<file path="src/rtl/uies_pkg.sv">
// uies_pkg: offsets, reset values, field positions and carriers for the
// uart channel interrupt mask / status block.
// assumes a 32-bit apb master; byte addresses are word aligned.
package uies_pkg;

  // register byte offsets
  localparam logic [7:0] OFS_INT_MASK    = 8'h00;
  localparam logic [7:0] OFS_LINE_STATUS = 8'h04;
  localparam logic [7:0] OFS_INT_SOURCE  = 8'h08;
  localparam logic [7:0] OFS_FIFO_CTRL   = 8'h0C;
  localparam logic [7:0] OFS_ENH_FEAT    = 8'h10;
  localparam logic [7:0] OFS_MODEM_STAT  = 8'h14;
  localparam logic [7:0] OFS_RX_TRIG     = 8'h18;

  // reset values
  localparam logic [7:0] RST_INT_MASK = 8'h00;
  localparam logic [7:0] RST_FIFO_CTL = 8'h00;
  localparam logic [7:0] RST_ENH_FEAT = 8'h00;
  localparam logic [7:0] RST_RX_TRIG  = 8'h01;
  localparam logic       RST_TX_IDLE  = 1'b1;

  // field positions
  localparam int MSK_CTS    = 7;
  localparam int MSK_RTS    = 6;
  localparam int MSK_XOFF   = 5;
  localparam int MSK_SLEEP  = 4;
  localparam int MSK_MODEM  = 3;
  localparam int MSK_LINE   = 2;
  localparam int MSK_TXE    = 1;
  localparam int MSK_RX_READY_INDICATION  = 0;
  localparam int EFR_ENH    = 4;
  localparam int FCR_FIFOEN = 0;

  // interrupt source codes (priority level in bits 3:1 for line, rx, tx and modem)
  localparam logic [7:0] SRC_NONE  = 8'h01;
  localparam logic [7:0] SRC_LINE  = 8'h06;
  localparam logic [7:0] SRC_RX    = 8'h04;
  localparam logic [7:0] SRC_TX    = 8'h02;
  localparam logic [7:0] SRC_MODEM = 8'h00;
  localparam logic [7:0] SRC_XOFF  = 8'h10;
  localparam logic [7:0] SRC_FLOW  = 8'h20;

  // status coming from the rest of the channel (same clock)
  typedef struct packed {
    logic       cts;
    logic       rts;
    logic       xoff_rx;
    logic [3:0] modem_chg;
    logic [3:0] rx_err;
    logic       fifo_err;
    logic [7:0] rx_count;
    logic       tx_empty;
    logic       tsr_empty;
  } uies_chan_s;

  typedef struct packed {
    logic [7:0]  mask;
    logic [7:0]  fifo_control_reg;
    logic [7:0]  enhanced_feature_reg;
    logic [7:0]  trig;
    logic        cts_d;
    logic        rts_d;
    logic        cts_ev;
    logic        rts_ev;
    logic        xoff_ev;
    logic        tx_ev;
    logic        tx_e_d;
    logic        irq;
    logic        sleep_en;
    logic [31:0] prdata;
    logic        pready;
    logic        pslverr;
  } uies_state_s;

endpackage

</file>
<file path="src/rtl/uies_top.sv">
// uies_top: interrupt mask, source encoding and line status for one
// uart channel, reached over apb.
// assumes channel status inputs come from logic on SYS_CLK.
//
// Implementation choices: the register addresses and the APB register port.
`timescale 1ns/100ps

module uies_top
  import uies_pkg::*;
(
  // clock and reset
  input  wire logic               SYS_CLK,
  input  wire logic               RSTN,
  // apb slave
  input  wire logic               PSEL,
  input  wire logic               PENABLE,
  input  wire logic               PWRITE,
  input  wire logic [7:0]         PADDR,
  input  wire logic [31:0]        PWDATA,
  output logic      [31:0]        PRDATA,
  output logic                    PREADY,
  output logic                    PSLVERR,
  // channel status
  input  wire uies_pkg::uies_chan_s CHAN,
  input  wire logic               TX_WRITE,
  // outputs
  output logic                    IRQ_OUT,
  output logic                    SLEEP_EN
);
  import uies_pkg::*;

  uies_state_s st_ff;
  uies_state_s nxt_st;

  logic       fifo_mode;
  logic       rx_pend;
  logic       line_pend;
  logic       tx_pend;
  logic       modem_pend;
  logic [7:0] line_status;
  logic [7:0] src_code;
  logic       acc;
  logic       src_read;

  function automatic logic [31:0] rd_mux(input logic [7:0] a, input logic [7:0] ls,
                                         input logic [7:0] sc, input uies_state_s s,
                                         input logic [3:0] mc);
    logic [31:0] r;
    r = 32'h0000_0000;
    unique case (a)
      OFS_INT_MASK:    r = {24'h00_0000, s.mask};
      OFS_LINE_STATUS: r = {24'h00_0000, ls};
      OFS_INT_SOURCE:  r = {24'h00_0000, sc};
      OFS_FIFO_CTRL:   r = {24'h00_0000, s.fifo_control_reg};
      OFS_ENH_FEAT:    r = {24'h00_0000, s.enhanced_feature_reg};
      OFS_MODEM_STAT:  r = {28'h000_0000, mc};
      OFS_RX_TRIG:     r = {24'h00_0000, s.trig};
      default:         r = 32'h0000_0000;
    endcase
    return r;
  endfunction

  function automatic logic mapped(input logic [7:0] a);
    return (a == OFS_INT_MASK) || (a == OFS_LINE_STATUS) || (a == OFS_INT_SOURCE) ||
           (a == OFS_FIFO_CTRL) || (a == OFS_ENH_FEAT) || (a == OFS_MODEM_STAT) ||
           (a == OFS_RX_TRIG);
  endfunction

  always_comb
  begin
    fifo_mode = st_ff.fifo_control_reg[FCR_FIFOEN];
    rx_pend = fifo_mode ? (CHAN.rx_count >= st_ff.trig) : (CHAN.rx_count != 8'h00);
    line_pend = |CHAN.rx_err;
    modem_pend = |CHAN.modem_chg;
    tx_pend = fifo_mode ? st_ff.tx_ev : CHAN.tx_empty;
    line_status = {CHAN.fifo_err, CHAN.tx_empty & CHAN.tsr_empty, CHAN.tx_empty,
                   CHAN.rx_err, CHAN.rx_count != 8'h00};
    // priority encoding, rx shown at trigger in fifo mode, at any held character otherwise
    if (st_ff.mask[MSK_LINE] && line_pend)
      src_code = SRC_LINE;
    else if (st_ff.mask[MSK_RX_READY_INDICATION] && rx_pend)
      src_code = SRC_RX;
    else if (st_ff.mask[MSK_TXE] && tx_pend)
      src_code = SRC_TX;
    else if (st_ff.mask[MSK_MODEM] && modem_pend)
      src_code = SRC_MODEM;
    else if (st_ff.mask[MSK_XOFF] && st_ff.xoff_ev)
      src_code = SRC_XOFF;
    else if ((st_ff.mask[MSK_CTS] && st_ff.cts_ev) || (st_ff.mask[MSK_RTS] && st_ff.rts_ev))
      src_code = SRC_FLOW;
    else
      src_code = SRC_NONE;
    acc = PSEL && PENABLE && st_ff.pready;
    src_read = acc && !PWRITE && (PADDR == OFS_INT_SOURCE);

    nxt_st = st_ff;
    nxt_st.pready = PSEL && !st_ff.pready;
    nxt_st.pslverr = PSEL && !st_ff.pready && !mapped(PADDR);
    if (PSEL && !st_ff.pready)
      nxt_st.prdata = rd_mux(PADDR, line_status, src_code, st_ff, CHAN.modem_chg);
    nxt_st.cts_d = CHAN.cts;
    nxt_st.rts_d = CHAN.rts;
    nxt_st.tx_e_d = CHAN.tx_empty;

    // event flags: clear on source read, set wins over clear
    // limitation: a flag set after the source word was latched is
    // cleared unseen by that same read
    if (src_read)
    begin
      nxt_st.cts_ev = 1'b0;
      nxt_st.rts_ev = 1'b0;
      nxt_st.xoff_ev = 1'b0;
      nxt_st.tx_ev = 1'b0;
    end
    if (TX_WRITE)
      nxt_st.tx_ev = 1'b0;
    if (CHAN.cts && !st_ff.cts_d)
      nxt_st.cts_ev = 1'b1;
    if (CHAN.rts && !st_ff.rts_d)
      nxt_st.rts_ev = 1'b1;
    if (CHAN.xoff_rx)
      nxt_st.xoff_ev = 1'b1;
    // fifo emptied by shifting
    // set wins over a same-cycle load, so an emptying edge is not lost to that load
    if (CHAN.tx_empty && !st_ff.tx_e_d)
      nxt_st.tx_ev = 1'b1;

    if (acc && PWRITE)
    begin
      unique case (PADDR)
        OFS_INT_MASK:
        begin
          nxt_st.mask[3:0] = PWDATA[3:0];
          if (st_ff.enhanced_feature_reg[EFR_ENH])
            nxt_st.mask[7:4] = PWDATA[7:4];
        end
        OFS_FIFO_CTRL: nxt_st.fifo_control_reg = PWDATA[7:0];
        OFS_ENH_FEAT:  nxt_st.enhanced_feature_reg = PWDATA[7:0];
        OFS_RX_TRIG:   nxt_st.trig = (PWDATA[7:0] == 8'h00) ? 8'h01 : PWDATA[7:0];
        default:       nxt_st.fifo_control_reg = st_ff.fifo_control_reg;
      endcase
    end
    nxt_st.sleep_en = st_ff.mask[MSK_SLEEP];
    nxt_st.irq = (src_code != SRC_NONE);
  end

  always_ff @(posedge SYS_CLK or negedge RSTN)
  begin
    if (!RSTN)
    begin
      // idle transmitter reads empty: no false emptying edge after reset
      // mask cleared
      st_ff <= '{mask: RST_INT_MASK, fifo_control_reg: RST_FIFO_CTL, enhanced_feature_reg: RST_ENH_FEAT, trig: RST_RX_TRIG,
                 prdata: 32'h0000_0000, tx_e_d: RST_TX_IDLE, default: 1'b0};
    end
    else
    begin
      st_ff <= nxt_st;
    end
  end

  assign PRDATA   = st_ff.prdata;
  assign PREADY   = st_ff.pready;
  assign PSLVERR  = st_ff.pslverr;
  assign IRQ_OUT  = st_ff.irq;
  assign SLEEP_EN = st_ff.sleep_en;

  property p_cts;
    @(posedge SYS_CLK) disable iff (!RSTN)
      (st_ff.mask[MSK_CTS] && CHAN.cts && !st_ff.cts_d) |-> ##2 IRQ_OUT;
  endproperty
  a_cts: assert property (p_cts) else $error("cts edge gave no irq");

  property p_rts;
    @(posedge SYS_CLK) disable iff (!RSTN)
      (st_ff.mask[MSK_RTS] && CHAN.rts && !st_ff.rts_d) |-> ##2 IRQ_OUT;
  endproperty
  a_rts: assert property (p_rts) else $error("rts edge gave no irq");

  property p_xoff;
    @(posedge SYS_CLK) disable iff (!RSTN)
      (st_ff.mask[MSK_XOFF] && CHAN.xoff_rx) |-> ##2 IRQ_OUT;
  endproperty
  a_xoff: assert property (p_xoff) else $error("xoff gave no irq");

  property p_sleep;
    @(posedge SYS_CLK) disable iff (!RSTN)
      ##1 (SLEEP_EN == $past(st_ff.mask[MSK_SLEEP]));
  endproperty
  a_sleep: assert property (p_sleep) else $error("sleep enable mismatch");

  property p_line;
    @(posedge SYS_CLK) disable iff (!RSTN)
      (st_ff.mask[MSK_LINE] && |CHAN.rx_err) |=> IRQ_OUT;
  endproperty
  a_line: assert property (p_line) else $error("line error gave no irq");

  property p_rxlvl;
    @(posedge SYS_CLK) disable iff (!RSTN)
      (st_ff.mask[MSK_RX_READY_INDICATION] && fifo_mode && CHAN.rx_count >= st_ff.trig && !line_pend)
        |-> src_code == SRC_RX;
  endproperty
  a_rxlvl: assert property (p_rxlvl) else $error("rx trigger not level 2");

  property p_poll;
    @(posedge SYS_CLK) disable iff (!RSTN)
      (st_ff.mask == 8'h00) |=> !IRQ_OUT;
  endproperty
  a_poll: assert property (p_poll) else $error("irq in polled mode");

  property p_enh;
    @(posedge SYS_CLK) disable iff (!RSTN)
      (acc && PWRITE && PADDR == OFS_INT_MASK && !st_ff.enhanced_feature_reg[EFR_ENH])
        |=> st_ff.mask[7:4] == $past(st_ff.mask[7:4]);
  endproperty
  a_enh: assert property (p_enh) else $error("upper mask written while locked");

  property p_tsr;
    @(posedge SYS_CLK) disable iff (!RSTN)
      line_status[6] |-> line_status[5];
  endproperty
  a_tsr: assert property (p_tsr) else $error("all-empty without fifo empty");

  property p_modem;
    @(posedge SYS_CLK) disable iff (!RSTN)
      (st_ff.mask[MSK_MODEM] && modem_pend) |=> IRQ_OUT;
  endproperty
  a_modem: assert property (p_modem) else $error("modem change gave no irq");

  property p_txhold;
    @(posedge SYS_CLK) disable iff (!RSTN)
      (st_ff.mask[MSK_TXE] && !fifo_mode && CHAN.tx_empty) |=> IRQ_OUT;
  endproperty
  a_txhold: assert property (p_txhold) else $error("empty holding gave no irq");

  property p_rxhold;
    @(posedge SYS_CLK) disable iff (!RSTN)
      (st_ff.mask[MSK_RX_READY_INDICATION] && !fifo_mode && CHAN.rx_count != 8'h00) |=> IRQ_OUT;
  endproperty
  a_rxhold: assert property (p_rxhold) else $error("held character gave no irq");

  property p_rxsrc;
    @(posedge SYS_CLK) disable iff (!RSTN)
      (fifo_mode && CHAN.rx_count < st_ff.trig) |-> (src_code != SRC_RX);
  endproperty
  a_rxsrc: assert property (p_rxsrc) else $error("rx shown below trigger");

  property p_lsr0;
    @(posedge SYS_CLK) disable iff (!RSTN)
      (acc && !PWRITE && PADDR == OFS_LINE_STATUS)
        |-> PRDATA[0] == ($past(CHAN.rx_count) != 8'h00);
  endproperty
  a_lsr0: assert property (p_lsr0) else $error("data ready bit wrong");

  property p_lsr41;
    @(posedge SYS_CLK) disable iff (!RSTN)
      (acc && !PWRITE && PADDR == OFS_LINE_STATUS)
        |-> PRDATA[4:1] == $past(CHAN.rx_err);
  endproperty
  a_lsr41: assert property (p_lsr41) else $error("receive error bits wrong");

  property p_lsr65;
    @(posedge SYS_CLK) disable iff (!RSTN)
      (acc && !PWRITE && PADDR == OFS_LINE_STATUS)
        |-> PRDATA[6:5] == $past({CHAN.tx_empty & CHAN.tsr_empty, CHAN.tx_empty});
  endproperty
  a_lsr65: assert property (p_lsr65) else $error("transmit empty bits wrong");

  property p_lsr7;
    @(posedge SYS_CLK) disable iff (!RSTN)
      (acc && !PWRITE && PADDR == OFS_LINE_STATUS)
        |-> PRDATA[7] == $past(CHAN.fifo_err);
  endproperty
  a_lsr7: assert property (p_lsr7) else $error("fifo error bit wrong");

  property p_fifo;
    @(posedge SYS_CLK) disable iff (!RSTN)
      (acc && PWRITE && PADDR == OFS_FIFO_CTRL)
        |=> fifo_mode == $past(PWDATA[FCR_FIFOEN]);
  endproperty
  a_fifo: assert property (p_fifo) else $error("fifo mode not taken");

  property p_enhopen;
    @(posedge SYS_CLK) disable iff (!RSTN)
      (acc && PWRITE && PADDR == OFS_INT_MASK && st_ff.enhanced_feature_reg[EFR_ENH])
        |=> st_ff.mask == $past(PWDATA[7:0]);
  endproperty
  a_enhopen: assert property (p_enhopen) else $error("open mask write lost");

  property p_lowmask;
    @(posedge SYS_CLK) disable iff (!RSTN)
      (acc && PWRITE && PADDR == OFS_INT_MASK)
        |=> st_ff.mask[3:0] == $past(PWDATA[3:0]);
  endproperty
  a_lowmask: assert property (p_lowmask) else $error("lower mask write lost");

  property p_rst;
    @(posedge SYS_CLK)
      !RSTN |=> (st_ff.mask == RST_INT_MASK && !IRQ_OUT);
  endproperty
  a_rst: assert property (p_rst) else $error("mask not cleared by reset");

  property p_quiet;
    @(posedge SYS_CLK) disable iff (!RSTN)
      (!(st_ff.mask[MSK_LINE] && line_pend) && !(st_ff.mask[MSK_RX_READY_INDICATION] && rx_pend) &&
       !(st_ff.mask[MSK_TXE] && tx_pend) && !(st_ff.mask[MSK_MODEM] && modem_pend) &&
       !(st_ff.mask[MSK_XOFF] && st_ff.xoff_ev) && !(st_ff.mask[MSK_CTS] && st_ff.cts_ev) &&
       !(st_ff.mask[MSK_RTS] && st_ff.rts_ev)) |=> !IRQ_OUT;
  endproperty
  a_quiet: assert property (p_quiet) else $error("irq without pending source");

  property p_prio;
    @(posedge SYS_CLK) disable iff (!RSTN)
      (st_ff.mask[MSK_RX_READY_INDICATION] && rx_pend && st_ff.mask[MSK_TXE] && tx_pend &&
       !(st_ff.mask[MSK_LINE] && line_pend)) |-> (src_code == SRC_RX);
  endproperty
  a_prio: assert property (p_prio) else $error("tx reported over rx");

  property p_txev;
    @(posedge SYS_CLK) disable iff (!RSTN)
      (st_ff.mask[MSK_TXE] && fifo_mode && CHAN.tx_empty && !st_ff.tx_e_d)
        |-> ##2 IRQ_OUT;
  endproperty
  a_txev: assert property (p_txev) else $error("fifo emptying gave no irq");

  property p_txclr;
    @(posedge SYS_CLK) disable iff (!RSTN)
      ((src_read || TX_WRITE) && !(CHAN.tx_empty && !st_ff.tx_e_d)) |=> !st_ff.tx_ev;
  endproperty
  a_txclr: assert property (p_txclr) else $error("tx flag not cleared by host");

endmodule

</file>
<file path="config.mk">
export PLATFORM = sky130hd
export DESIGN_NAME = uies_top
export DESIGN_NICKNAME = d
export VERILOG_FILES = /design/src/rtl/uies_pkg.sv /design/src/rtl/uies_top.sv
export SDC_FILE = /design/constraint.sdc
export NUM_CORES = 1
export LEC_CHECK = 0
export ABC_AREA = 1
export BUFFER_PORTS_ARGS = -buffer_cell sky130_fd_sc_hd__buf_2
export CORE_ASPECT_RATIO = 1.75
export CORE_MARGIN = 2
export CORE_UTILIZATION = 55
export CTS_CLUSTER_DIAMETER = 120
export CTS_CLUSTER_SIZE = 30
export DETAILED_ROUTE_END_ITERATION = 16
export GPL_TIMING_DRIVEN = 0
export HOLD_SLACK_MARGIN = 0.15
export PLACE_DENSITY_LB_ADDON = 0.08
export SLEW_MARGIN = 20
export SYNTH_ARGS = -nofsm -noshare
export SYNTH_HDL_FRONTEND = slang
export SYNTH_SLANG_ARGS = --single-unit
</file>
<file path="constraint.sdc">
create_clock -name SYS_CLK -period 5 [get_ports SYS_CLK]
set_clock_uncertainty 0.1 [all_clocks]
set_input_delay 0.5 -clock SYS_CLK [delete_from_list [all_inputs] [get_ports SYS_CLK]]
set_output_delay 0.5 -clock SYS_CLK [all_outputs]
set_load 0.03 [all_outputs]
</file>
==> results of run 1 <==
-- cell usage in the layout, fill, tap and decap left out --
| cell | netlist | layout |
|---|---|---|
| sky130_fd_sc_hd__dfrtp_1 | 49 | 49 |
| sky130_fd_sc_hd__buf_6 | 2 | 2 |
| sky130_fd_sc_hd__clkinv_2 | 1 | 2 |
| sky130_fd_sc_hd__nor4_2 | 1 | 1 |
| sky130_fd_sc_hd__clkbuf_8 | 0 | 6 |
| sky130_fd_sc_hd__nor3_4 | 1 | 1 |
| sky130_fd_sc_hd__ha_1 | 8 | 8 |
| sky130_fd_sc_hd__o22ai_1 | 5 | 5 |
| sky130_fd_sc_hd__conb_1 | 1 | 24 |
| sky130_fd_sc_hd__dlygate4sd3_1 | 0 | 1 |
| sky130_fd_sc_hd__a31oi_1 | 1 | 1 |
| sky130_fd_sc_hd__o211ai_1 | 5 | 5 |
| sky130_fd_sc_hd__inv_1 | 42 | 42 |
| sky130_fd_sc_hd__inv_2 | 12 | 12 |
| sky130_fd_sc_hd__nor2_8 | 2 | 2 |
| sky130_fd_sc_hd__o21ai_1 | 21 | 21 |
| sky130_fd_sc_hd__a21oi_1 | 8 | 8 |
| sky130_fd_sc_hd__inv_6 | 0 | 1 |
| sky130_fd_sc_hd__a2111oi_1 | 1 | 1 |
| sky130_fd_sc_hd__nand3_1 | 13 | 13 |
| sky130_fd_sc_hd__o32ai_1 | 1 | 1 |
| sky130_fd_sc_hd__nor2_1 | 19 | 19 |
| sky130_fd_sc_hd__nor3b_1 | 1 | 1 |
| sky130_fd_sc_hd__o21ai_0 | 3 | 3 |
| sky130_fd_sc_hd__buf_4 | 33 | 34 |
| sky130_fd_sc_hd__nor3_1 | 3 | 3 |
| sky130_fd_sc_hd__buf_2 | 0 | 54 |
| sky130_fd_sc_hd__nand4_1 | 5 | 5 |
| sky130_fd_sc_hd__dfstp_2 | 2 | 2 |
| sky130_fd_sc_hd__nor4_1 | 1 | 1 |
| sky130_fd_sc_hd__nand2_2 | 3 | 3 |
| sky130_fd_sc_hd__nor2_2 | 1 | 1 |
| sky130_fd_sc_hd__nor2_4 | 5 | 5 |
| sky130_fd_sc_hd__o21bai_1 | 1 | 1 |
| sky130_fd_sc_hd__o21ai_2 | 16 | 16 |
| sky130_fd_sc_hd__nand3_4 | 4 | 4 |
| sky130_fd_sc_hd__nand2_1 | 105 | 105 |
| sky130_fd_sc_hd__nand2_4 | 4 | 4 |
-- power groups by stage --
stage | logic, mW | registers [mW] | clock network, mW
after CTS | 0.115 | 0.421 | 0.263
after global routing | 0.128 | 0.421 | 0.276
final | 0.115 | 0.421 | 0.260
after detailed placement | 0.115 | 0.429 | 0
after floorplan | 0.0721 | 0.431 | 0
after global placement | 0.113 | 0.428 | 0
-- repair_timing --
item,in CTS,in global routing
setup endpoints to repair,0,0
endpoints found under the hold margin,0,9
hold buffers,0,1
-- kinds of logic after synthesis --
logic type	Yosys count
compound gates	62
fa+ha+maj	8
buf+inv	90
flops	51
other cells	1
simple gates	168
-- critical path: stages, from the launching register on --
cell and delay, ns:
sky130_fd_sc_hd__dfstp_2 0.57, sky130_fd_sc_hd__ha_1 0.23, sky130_fd_sc_hd__inv_1 0.05, sky130_fd_sc_hd__nand2_1 0.04, sky130_fd_sc_hd__nand2_1 0.05, sky130_fd_sc_hd__nand2_1 0.05, sky130_fd_sc_hd__nand2_1 0.05, sky130_fd_sc_hd__nand2_1 0.06
sky130_fd_sc_hd__nand2_1 0.06, sky130_fd_sc_hd__nand2_1 0.05, sky130_fd_sc_hd__nand2_1 0.17, sky130_fd_sc_hd__nand2_1 0.11, sky130_fd_sc_hd__nand2_1 0.07, sky130_fd_sc_hd__nand2_1 0.05, sky130_fd_sc_hd__nand2_1 0.06, sky130_fd_sc_hd__nand2_1 0.04
-- worst paths after layout --
check	start	to	cells past startpoint
worst min-delay path	CHAN[21]	st_ff[42]	1
worst min register to register	st_ff[41]	st_ff[39]	1
worst max-delay path	st_ff[43]	PRDATA[2]	15
max in group asynchronous	RSTN	PRDATA[2]	2
min in group asynchronous	RSTN	st_ff[70]	2
worst max register to register	st_ff[43]	PRDATA[2]	15
-- cell type report --
class | instances | area, sq um | share of cell area
Sequential cell | 51 | 1280 | 0.347
Multi-Input combinational cell | 262 | 1450 | 0.393
Tap cell | 76 | 95.1 | 0.0258
Clock inverter | 2 | 13.8 | 0.00374
Clock buffer | 6 | 82.6 | 0.0224
Buffer | 35 | 270 | 0.0734
Inverter | 55 | 208 | 0.0564
Timing Repair Buffer | 56 | 288 | 0.0781
-- stage by stage --
| step | hold slack (ns) | cells | setup slack (ns) | area, sq um |
|---|---|---|---|---|
| 4_1_cts | 0.195 | 542 | 3.09 | 3670 |
| 5_1_grt | 0.191 | 543 | 2.93 | 3680 |
| 3_3_place_gp | 0.314 | 534 | 3.00 | 3570 |
| 3_5_place_dp | 0.321 | 534 | 2.97 | 3570 |
| 6_report | 0.201 | 543 | 3.07 | 3680 |
| 2_1_floorplan | 0.104 | 403 | 3.29 | 3200 |
-- sequential cells by signal, summed over array words and instances, names as in the netlist --
| signal | flops |
|---|---|
| PSLVERR | 1 |
| PREADY | 1 |
| st_ff | 37 |
| SLEEP_EN | 1 |
| IRQ_OUT | 1 |
| fifo_mode | 1 |
| nxt_st | 1 |
| PRDATA | 8 |
-- layer usage --
layer / global-route usage / vias to the layer above / part of all wire
li1: - / 1333 / -
met1: 0.287 / 1213 / 0.37
met2: 0.474 / 88 / 0.56
met3: 0.0350 / 16 / 0.042
met4: 0.107 / 0 / 0.026
met5: 0 / - / 0
==> reports/results.tsv, run 1 <==
metric	value	unit
result of the run	complete, no violations	
sequential fraction of design power	0.529	
minimum clock period	1.93	ns
Final Net Count	542	
global routing usage summed across all routing layers	0.261	
fraction of layout instances using a drive strength above 1	0.321	
detailed-route wire length per cell	13.6	microns
diode count	0	
total power draw	0.796	mW
worst-margin pin slew	0.637	ns
proportion of register bits with asynchronous set or reset after synthesis	1.00	
post-CTS setup buffers	0	
filler instances	510	
synth cell count leaders	sky130_fd_sc_hd__nand2_1 (105), sky130_fd_sc_hd__dfrtp_1 (49), sky130_fd_sc_hd__inv_1 (42), sky130_fd_sc_hd__buf_4 (33), sky130_fd_sc_hd__o21ai_1 (21)	
average size of a mapped cell	8.21	sq um
number of clock buffers inserted by TritonCTS	5	
post-synthesis share of cell area spent on full adders, half adders and majority gates	0.0321	
std cell rows	36	
kind of critical path	flop to flop	
proportion of synthesized chip area in sequential cells	0.410	
buffers from clock root to sink, at most	2	
Final Core Density	0.665	
required time at the endpoint of the critical path	5.11	ns
Pre-antenna DRT Iters	4	
Placer Congestion	0.834	
number of DRC violations after detailed-routing iteration 0	90	
count of H-tree levels built during CTS	2	
top cell type's share of synthesized area	0.393	
cell type with the highest aggregate area in the netlist	sky130_fd_sc_hd__dfrtp_1	
routed wire length	7.38	mm
clock latency reported for the late side of the worst-skew pair	0.32	ns
Sw Ratio	0.284	
wire length of the first global-routing pass	12.4	mm
commonest register cell after synthesis	sky130_fd_sc_hd__dfrtp_1	
Post-DRT Antenna Nets	0	
worst relative slew slack	0.576	
vias in the first global route	2682	
detailed placer's ending HPWL	6.00	mm
count of cells resized by post-cts repair	0	
unrepaired setup endpoints after global routing	no	
leakage power of the design	2.08	nW
worst vdd ir	0.229	mV
top post-synthesis cells by area	sky130_fd_sc_hd__dfrtp_1 (39%), sky130_fd_sc_hd__nand2_1 (13%), sky130_fd_sc_hd__buf_4 (7.9%)	
dominant combinational cell family by area after synthesis	simple AND/OR/NAND/NOR gates	
synthesized instance count	380	
final max-slew violation count	0	
warning count from the yosys run	0	
initial antenna violation count	0	
sink count of the clock tree	51	
xor and xnor fraction of the mapped netlist area	0	
crit end category	flop	
count of port buffers added during placement	55	
post-synthesis to final-layout area growth	18.1	%
vias after detailed routing	2650	
worst setup slack for register-to-register paths	3.07	ns
largest fanout on the critical path	5	
number of enable-type register cells in the synthesized netlist	0	
share of the cycle needed by the critical path after routing	0.385	
type of origin of the critical path	flop	
CTS clk-pin slew, worst paths	0.10	ns
core area	0.00554	sq mm
die area	0.00631	sq mm
Vias per Instance	4.88	
die boundary height	104	microns
TritonCTS clock tree	yes	
I/O pin count	104	
root buffer cell	sky130_fd_sc_hd__clkbuf_8	
arrival time worst endpoint	2.03	ns
portion of total power attributed to the clock network	0.326	
aggregate global routing overflow	0	
share of the synthesized area in compound gates (AO/OA/AOI/OAI)	0.129	
fmax	519	MHz
most numerous cell in the Yosys netlist	sky130_fd_sc_hd__nand2_1	
post-synthesis instance area	0.00312	sq mm
maximum number of pins on one net before global-route repair	52	
number of maximum-capacitance violations	0	
number of setup violations in the final report	0	
switching component of the power	0.226	mW
accumulated negative setup slack	0	ns
Die X-Extent	60.9	microns
library cells used by synthesis	34	
remaining routing DRC violations	0	
multiplexer area fraction after synthesis	0	
flip-flop and latch count after synthesis	51	
Tightest Hold Check Type	input pin to flop	
initial cell density of the core	0.563	
Pwr per Cell Area	216	mW/mm^2
portion of total power attributed to combinational logic	0.145	
Power Internal	0.570	mW
simple-gate area share of the yosys netlist	0.274	
number of endpoints with negative hold slack in the final report	0	
No activity file was read; power rests on OpenSTA's default activity.
==> inputs of run 2 (changes only) <==
CORE_UTILIZATION = 51   (was 55)
clock period = 1.99 ns   (was 5 ns; I/O delays follow)
==> reports/results.tsv, run 2 (synthesis gave the netlist of run 1 again) <==
metric	value	unit	change
core area	0.00588	sq mm	+6.1%
largest fanout on the critical path	10		+5
worst setup slack for register-to-register paths	0.14	ns	-2.94 ns
buffers from clock root to sink, at most	2		unchanged
number of setup violations in the final report	0		unchanged
routed wire length	7.56	mm	+2.4%
largest register by flop count	st_ff		
R2R Path End	PRDATA[1]		
global routing usage summed across all routing layers	0.245		-0.0167
area post-placement	0.00358	sq mm	about the same
Vias per Instance	4.73		-3.1%
minimum clock period	1.85	ns	
Placer Congestion	0.834		about the same
Endpoint, Worst Hold	PRDATA[6]		
fraction of layout instances using a drive strength above 1	0.326		+0.00525
number of cells traversed by the worst register-to-register path	16		+1
maximum number of pins on one net before global-route repair	52		unchanged
worst-margin pin slew	0.638	ns	+0.000807 ns
clock latency reported for the late side of the worst-skew pair	0.32	ns	about the same
initial antenna violation count	0		unchanged
kind of critical path	input pin to flop		
number of clock buffers inserted by TritonCTS	5		unchanged
smallest hold slack	0.173	ns	-0.0279 ns
share of the cycle needed by the critical path after routing	0.931		
number of endpoints with negative hold slack in the final report	0		unchanged
Pre-antenna DRT Iters	4		unchanged
worst relative slew slack	0.575		about the same
I/O pin count	104		unchanged
Final Net Count	559		+3.1%
type of origin of the critical path	input pin		
Post-DRT Antenna Nets	0		unchanged
number of DRC violations after detailed-routing iteration 0	70		-22%
remaining routing DRC violations	0		unchanged
Tightest Hold Check Type	input pin to flop		
aggregate global routing overflow	0		unchanged
Largest register FFs	37		unchanged
commonest non-fill, non-tap cells in the layout	sky130_fd_sc_hd__nand2_1 (100), sky130_fd_sc_hd__buf_2 (54), sky130_fd_sc_hd__dfrtp_1 (49)		
count of H-tree levels built during CTS	2		unchanged
TritonCTS clock tree	yes		
final max-slew violation count	0		unchanged
required time at the endpoint of the critical path	2.11	ns	-3.00 ns
unrepaired setup endpoints after global routing	yes		
crit end category	flop		
root buffer cell	sky130_fd_sc_hd__clkbuf_8		
arrival time worst endpoint	1.97	ns	-0.06 ns
initial cell density of the core	0.530		-0.0325
filler instances	545		+6.9%
Pwr per Cell Area	519	mW/mm^2	+140%
std cell rows	37		+2.8%
leakage power of the design	2.16	nW	+3.5%
wire length of the first global-routing pass	12.5	mm	+1.1%
start point of the worst min-delay path	CHAN[0]		
die area	0.00678	sq mm	+7.4%
result of the run	complete, no violations		
CTS clk-pin slew, worst paths	0.10	ns	about the same
sink count of the clock tree	51		unchanged
worst reg2reg path startpoint	st_ff[43]		
count of cells along the worst hold path	5		+4
count of port buffers added during placement	55		unchanged
final design instance area without fill	0.00389	sq mm	+5.5%
post-synthesis to final-layout area growth	24.6	%	
vias in the first global route	2690		+0.30%
vias after detailed routing	2657		+0.26%
number of maximum-capacitance violations	0		unchanged
leading cell type in the layout, fill and taps excluded	sky130_fd_sc_hd__nand2_1		
fmax	540	MHz	
detailed placer's ending HPWL	5.94	mm	-0.93%
Die X-Extent	63.1	microns	+3.6%
worst vdd ir	0.553	mV	+140%
detailed-route wire length per cell	13.4	microns	-1.0%
diode count	0		unchanged
die boundary height	107	microns	+3.7%
## run 2: cell count changes in the layout (fill, tap and decap cells not counted)
cell | before | now
sky130_fd_sc_hd__dlygate4sd3_1 | 1 | 17
sky130_fd_sc_hd__clkbuf_1 | 0 | 1
sky130_fd_sc_hd__nand2_2 | 3 | 7
sky130_fd_sc_hd__inv_1 | 42 | 41
sky130_fd_sc_hd__ha_1 | 8 | 7
sky130_fd_sc_hd__buf_4 | 34 | 35
sky130_fd_sc_hd__o21ai_1 | 21 | 20
sky130_fd_sc_hd__nand2_4 | 4 | 5
sky130_fd_sc_hd__nand2_1 | 105 | 100
sky130_fd_sc_hd__inv_2 | 12 | 13
sky130_fd_sc_hd__clkinv_2 | 2 | 1
sky130_fd_sc_hd__o21ai_2 | 16 | 17
sky130_fd_sc_hd__ha_4 | 0 | 1
## run 2: report_power, final
group          internal (mW)  switching, mW
registers               1.05        0.00633
clock network          0.288          0.353
logic                  0.118          0.203
total                   1.46          0.562
## run 2: area by class of cell
type / count / area (sq um) / share of cell area
multi-input combinational: 262 / 1480 / 0.381
sequential: 51 / 1280 / 0.329
timing repair buffer: 73 / 455 / 0.117
buffer: 35 / 270 / 0.0695
inverter: 55 / 208 / 0.0534
tap: 78 / 97.6 / 0.0251
clock buffer: 7 / 86.3 / 0.0222
clock inverter: 1 / 8.76 / 0.00225
## run 2: worst max path at each step
stage / from / endpoint / cells past startpoint
finish: PWRITE / st_ff[57] / 8
global route: st_ff[43] / PRDATA[1] / 16
CTS: st_ff[43] / PRDATA[2] / 15
detailed placement: st_ff[43] / PRDATA[2] / 15
global placement: st_ff[43] / PRDATA[2] / 15
floorplan: PREADY / st_ff[56] / 6
## run 2: routing by layer
| metal | up-vias | track usage | wire length, microns | part of all wire |
|---|---|---|---|---|
| met5 | - | 0 | 0 | 0 |
| met4 | 0 | 0.157 | 379 | 0.050 |
| met3 | 23 | 0.0345 | 333 | 0.044 |
| met2 | 85 | 0.453 | 4110 | 0.54 |
| met1 | 1187 | 0.253 | 2730 | 0.36 |
| li1 | 1362 | - | - | - |
## run 2: stage by stage
step | std cells | setup WS (ns) | total power, mW | utilization | setup TNS [ns]
floorplan | 403 | 0.283 | 1.26 | - | 0
global placement | 536 | 0.170 | 1.36 | 0.608 | 0
detailed placement | 536 | 0.147 | 1.37 | 0.608 | 0
CTS | 561 | 0.119 | 2.03 | 0.654 | 0
global route | 562 | -0.0252 | 2.09 | 0.661 | -0.0252
finish | 562 | 0.136 | 2.02 | 0.661 | 0
## run 2: timing repair
action | 4_1_cts | 5_1_grt
hold endpoints to repair | 88 | 0
hold buffers | 17 | 0
endpoints found under the setup margin | 0 | 5
resized for setup | 0 | 9
buffers inserted | 0 | 1
## run 2: worst max-delay path, stage by stage
cell	delay, ns
sky130_fd_sc_hd__dlygate4sd3_1	0.55
sky130_fd_sc_hd__buf_2	0.14
sky130_fd_sc_hd__nand4_1	0.41
sky130_fd_sc_hd__inv_2	0.25
sky130_fd_sc_hd__nand2_4	0.11
sky130_fd_sc_hd__buf_6	0.17
sky130_fd_sc_hd__nand2_1	0.08
sky130_fd_sc_hd__o21ai_2	0.05
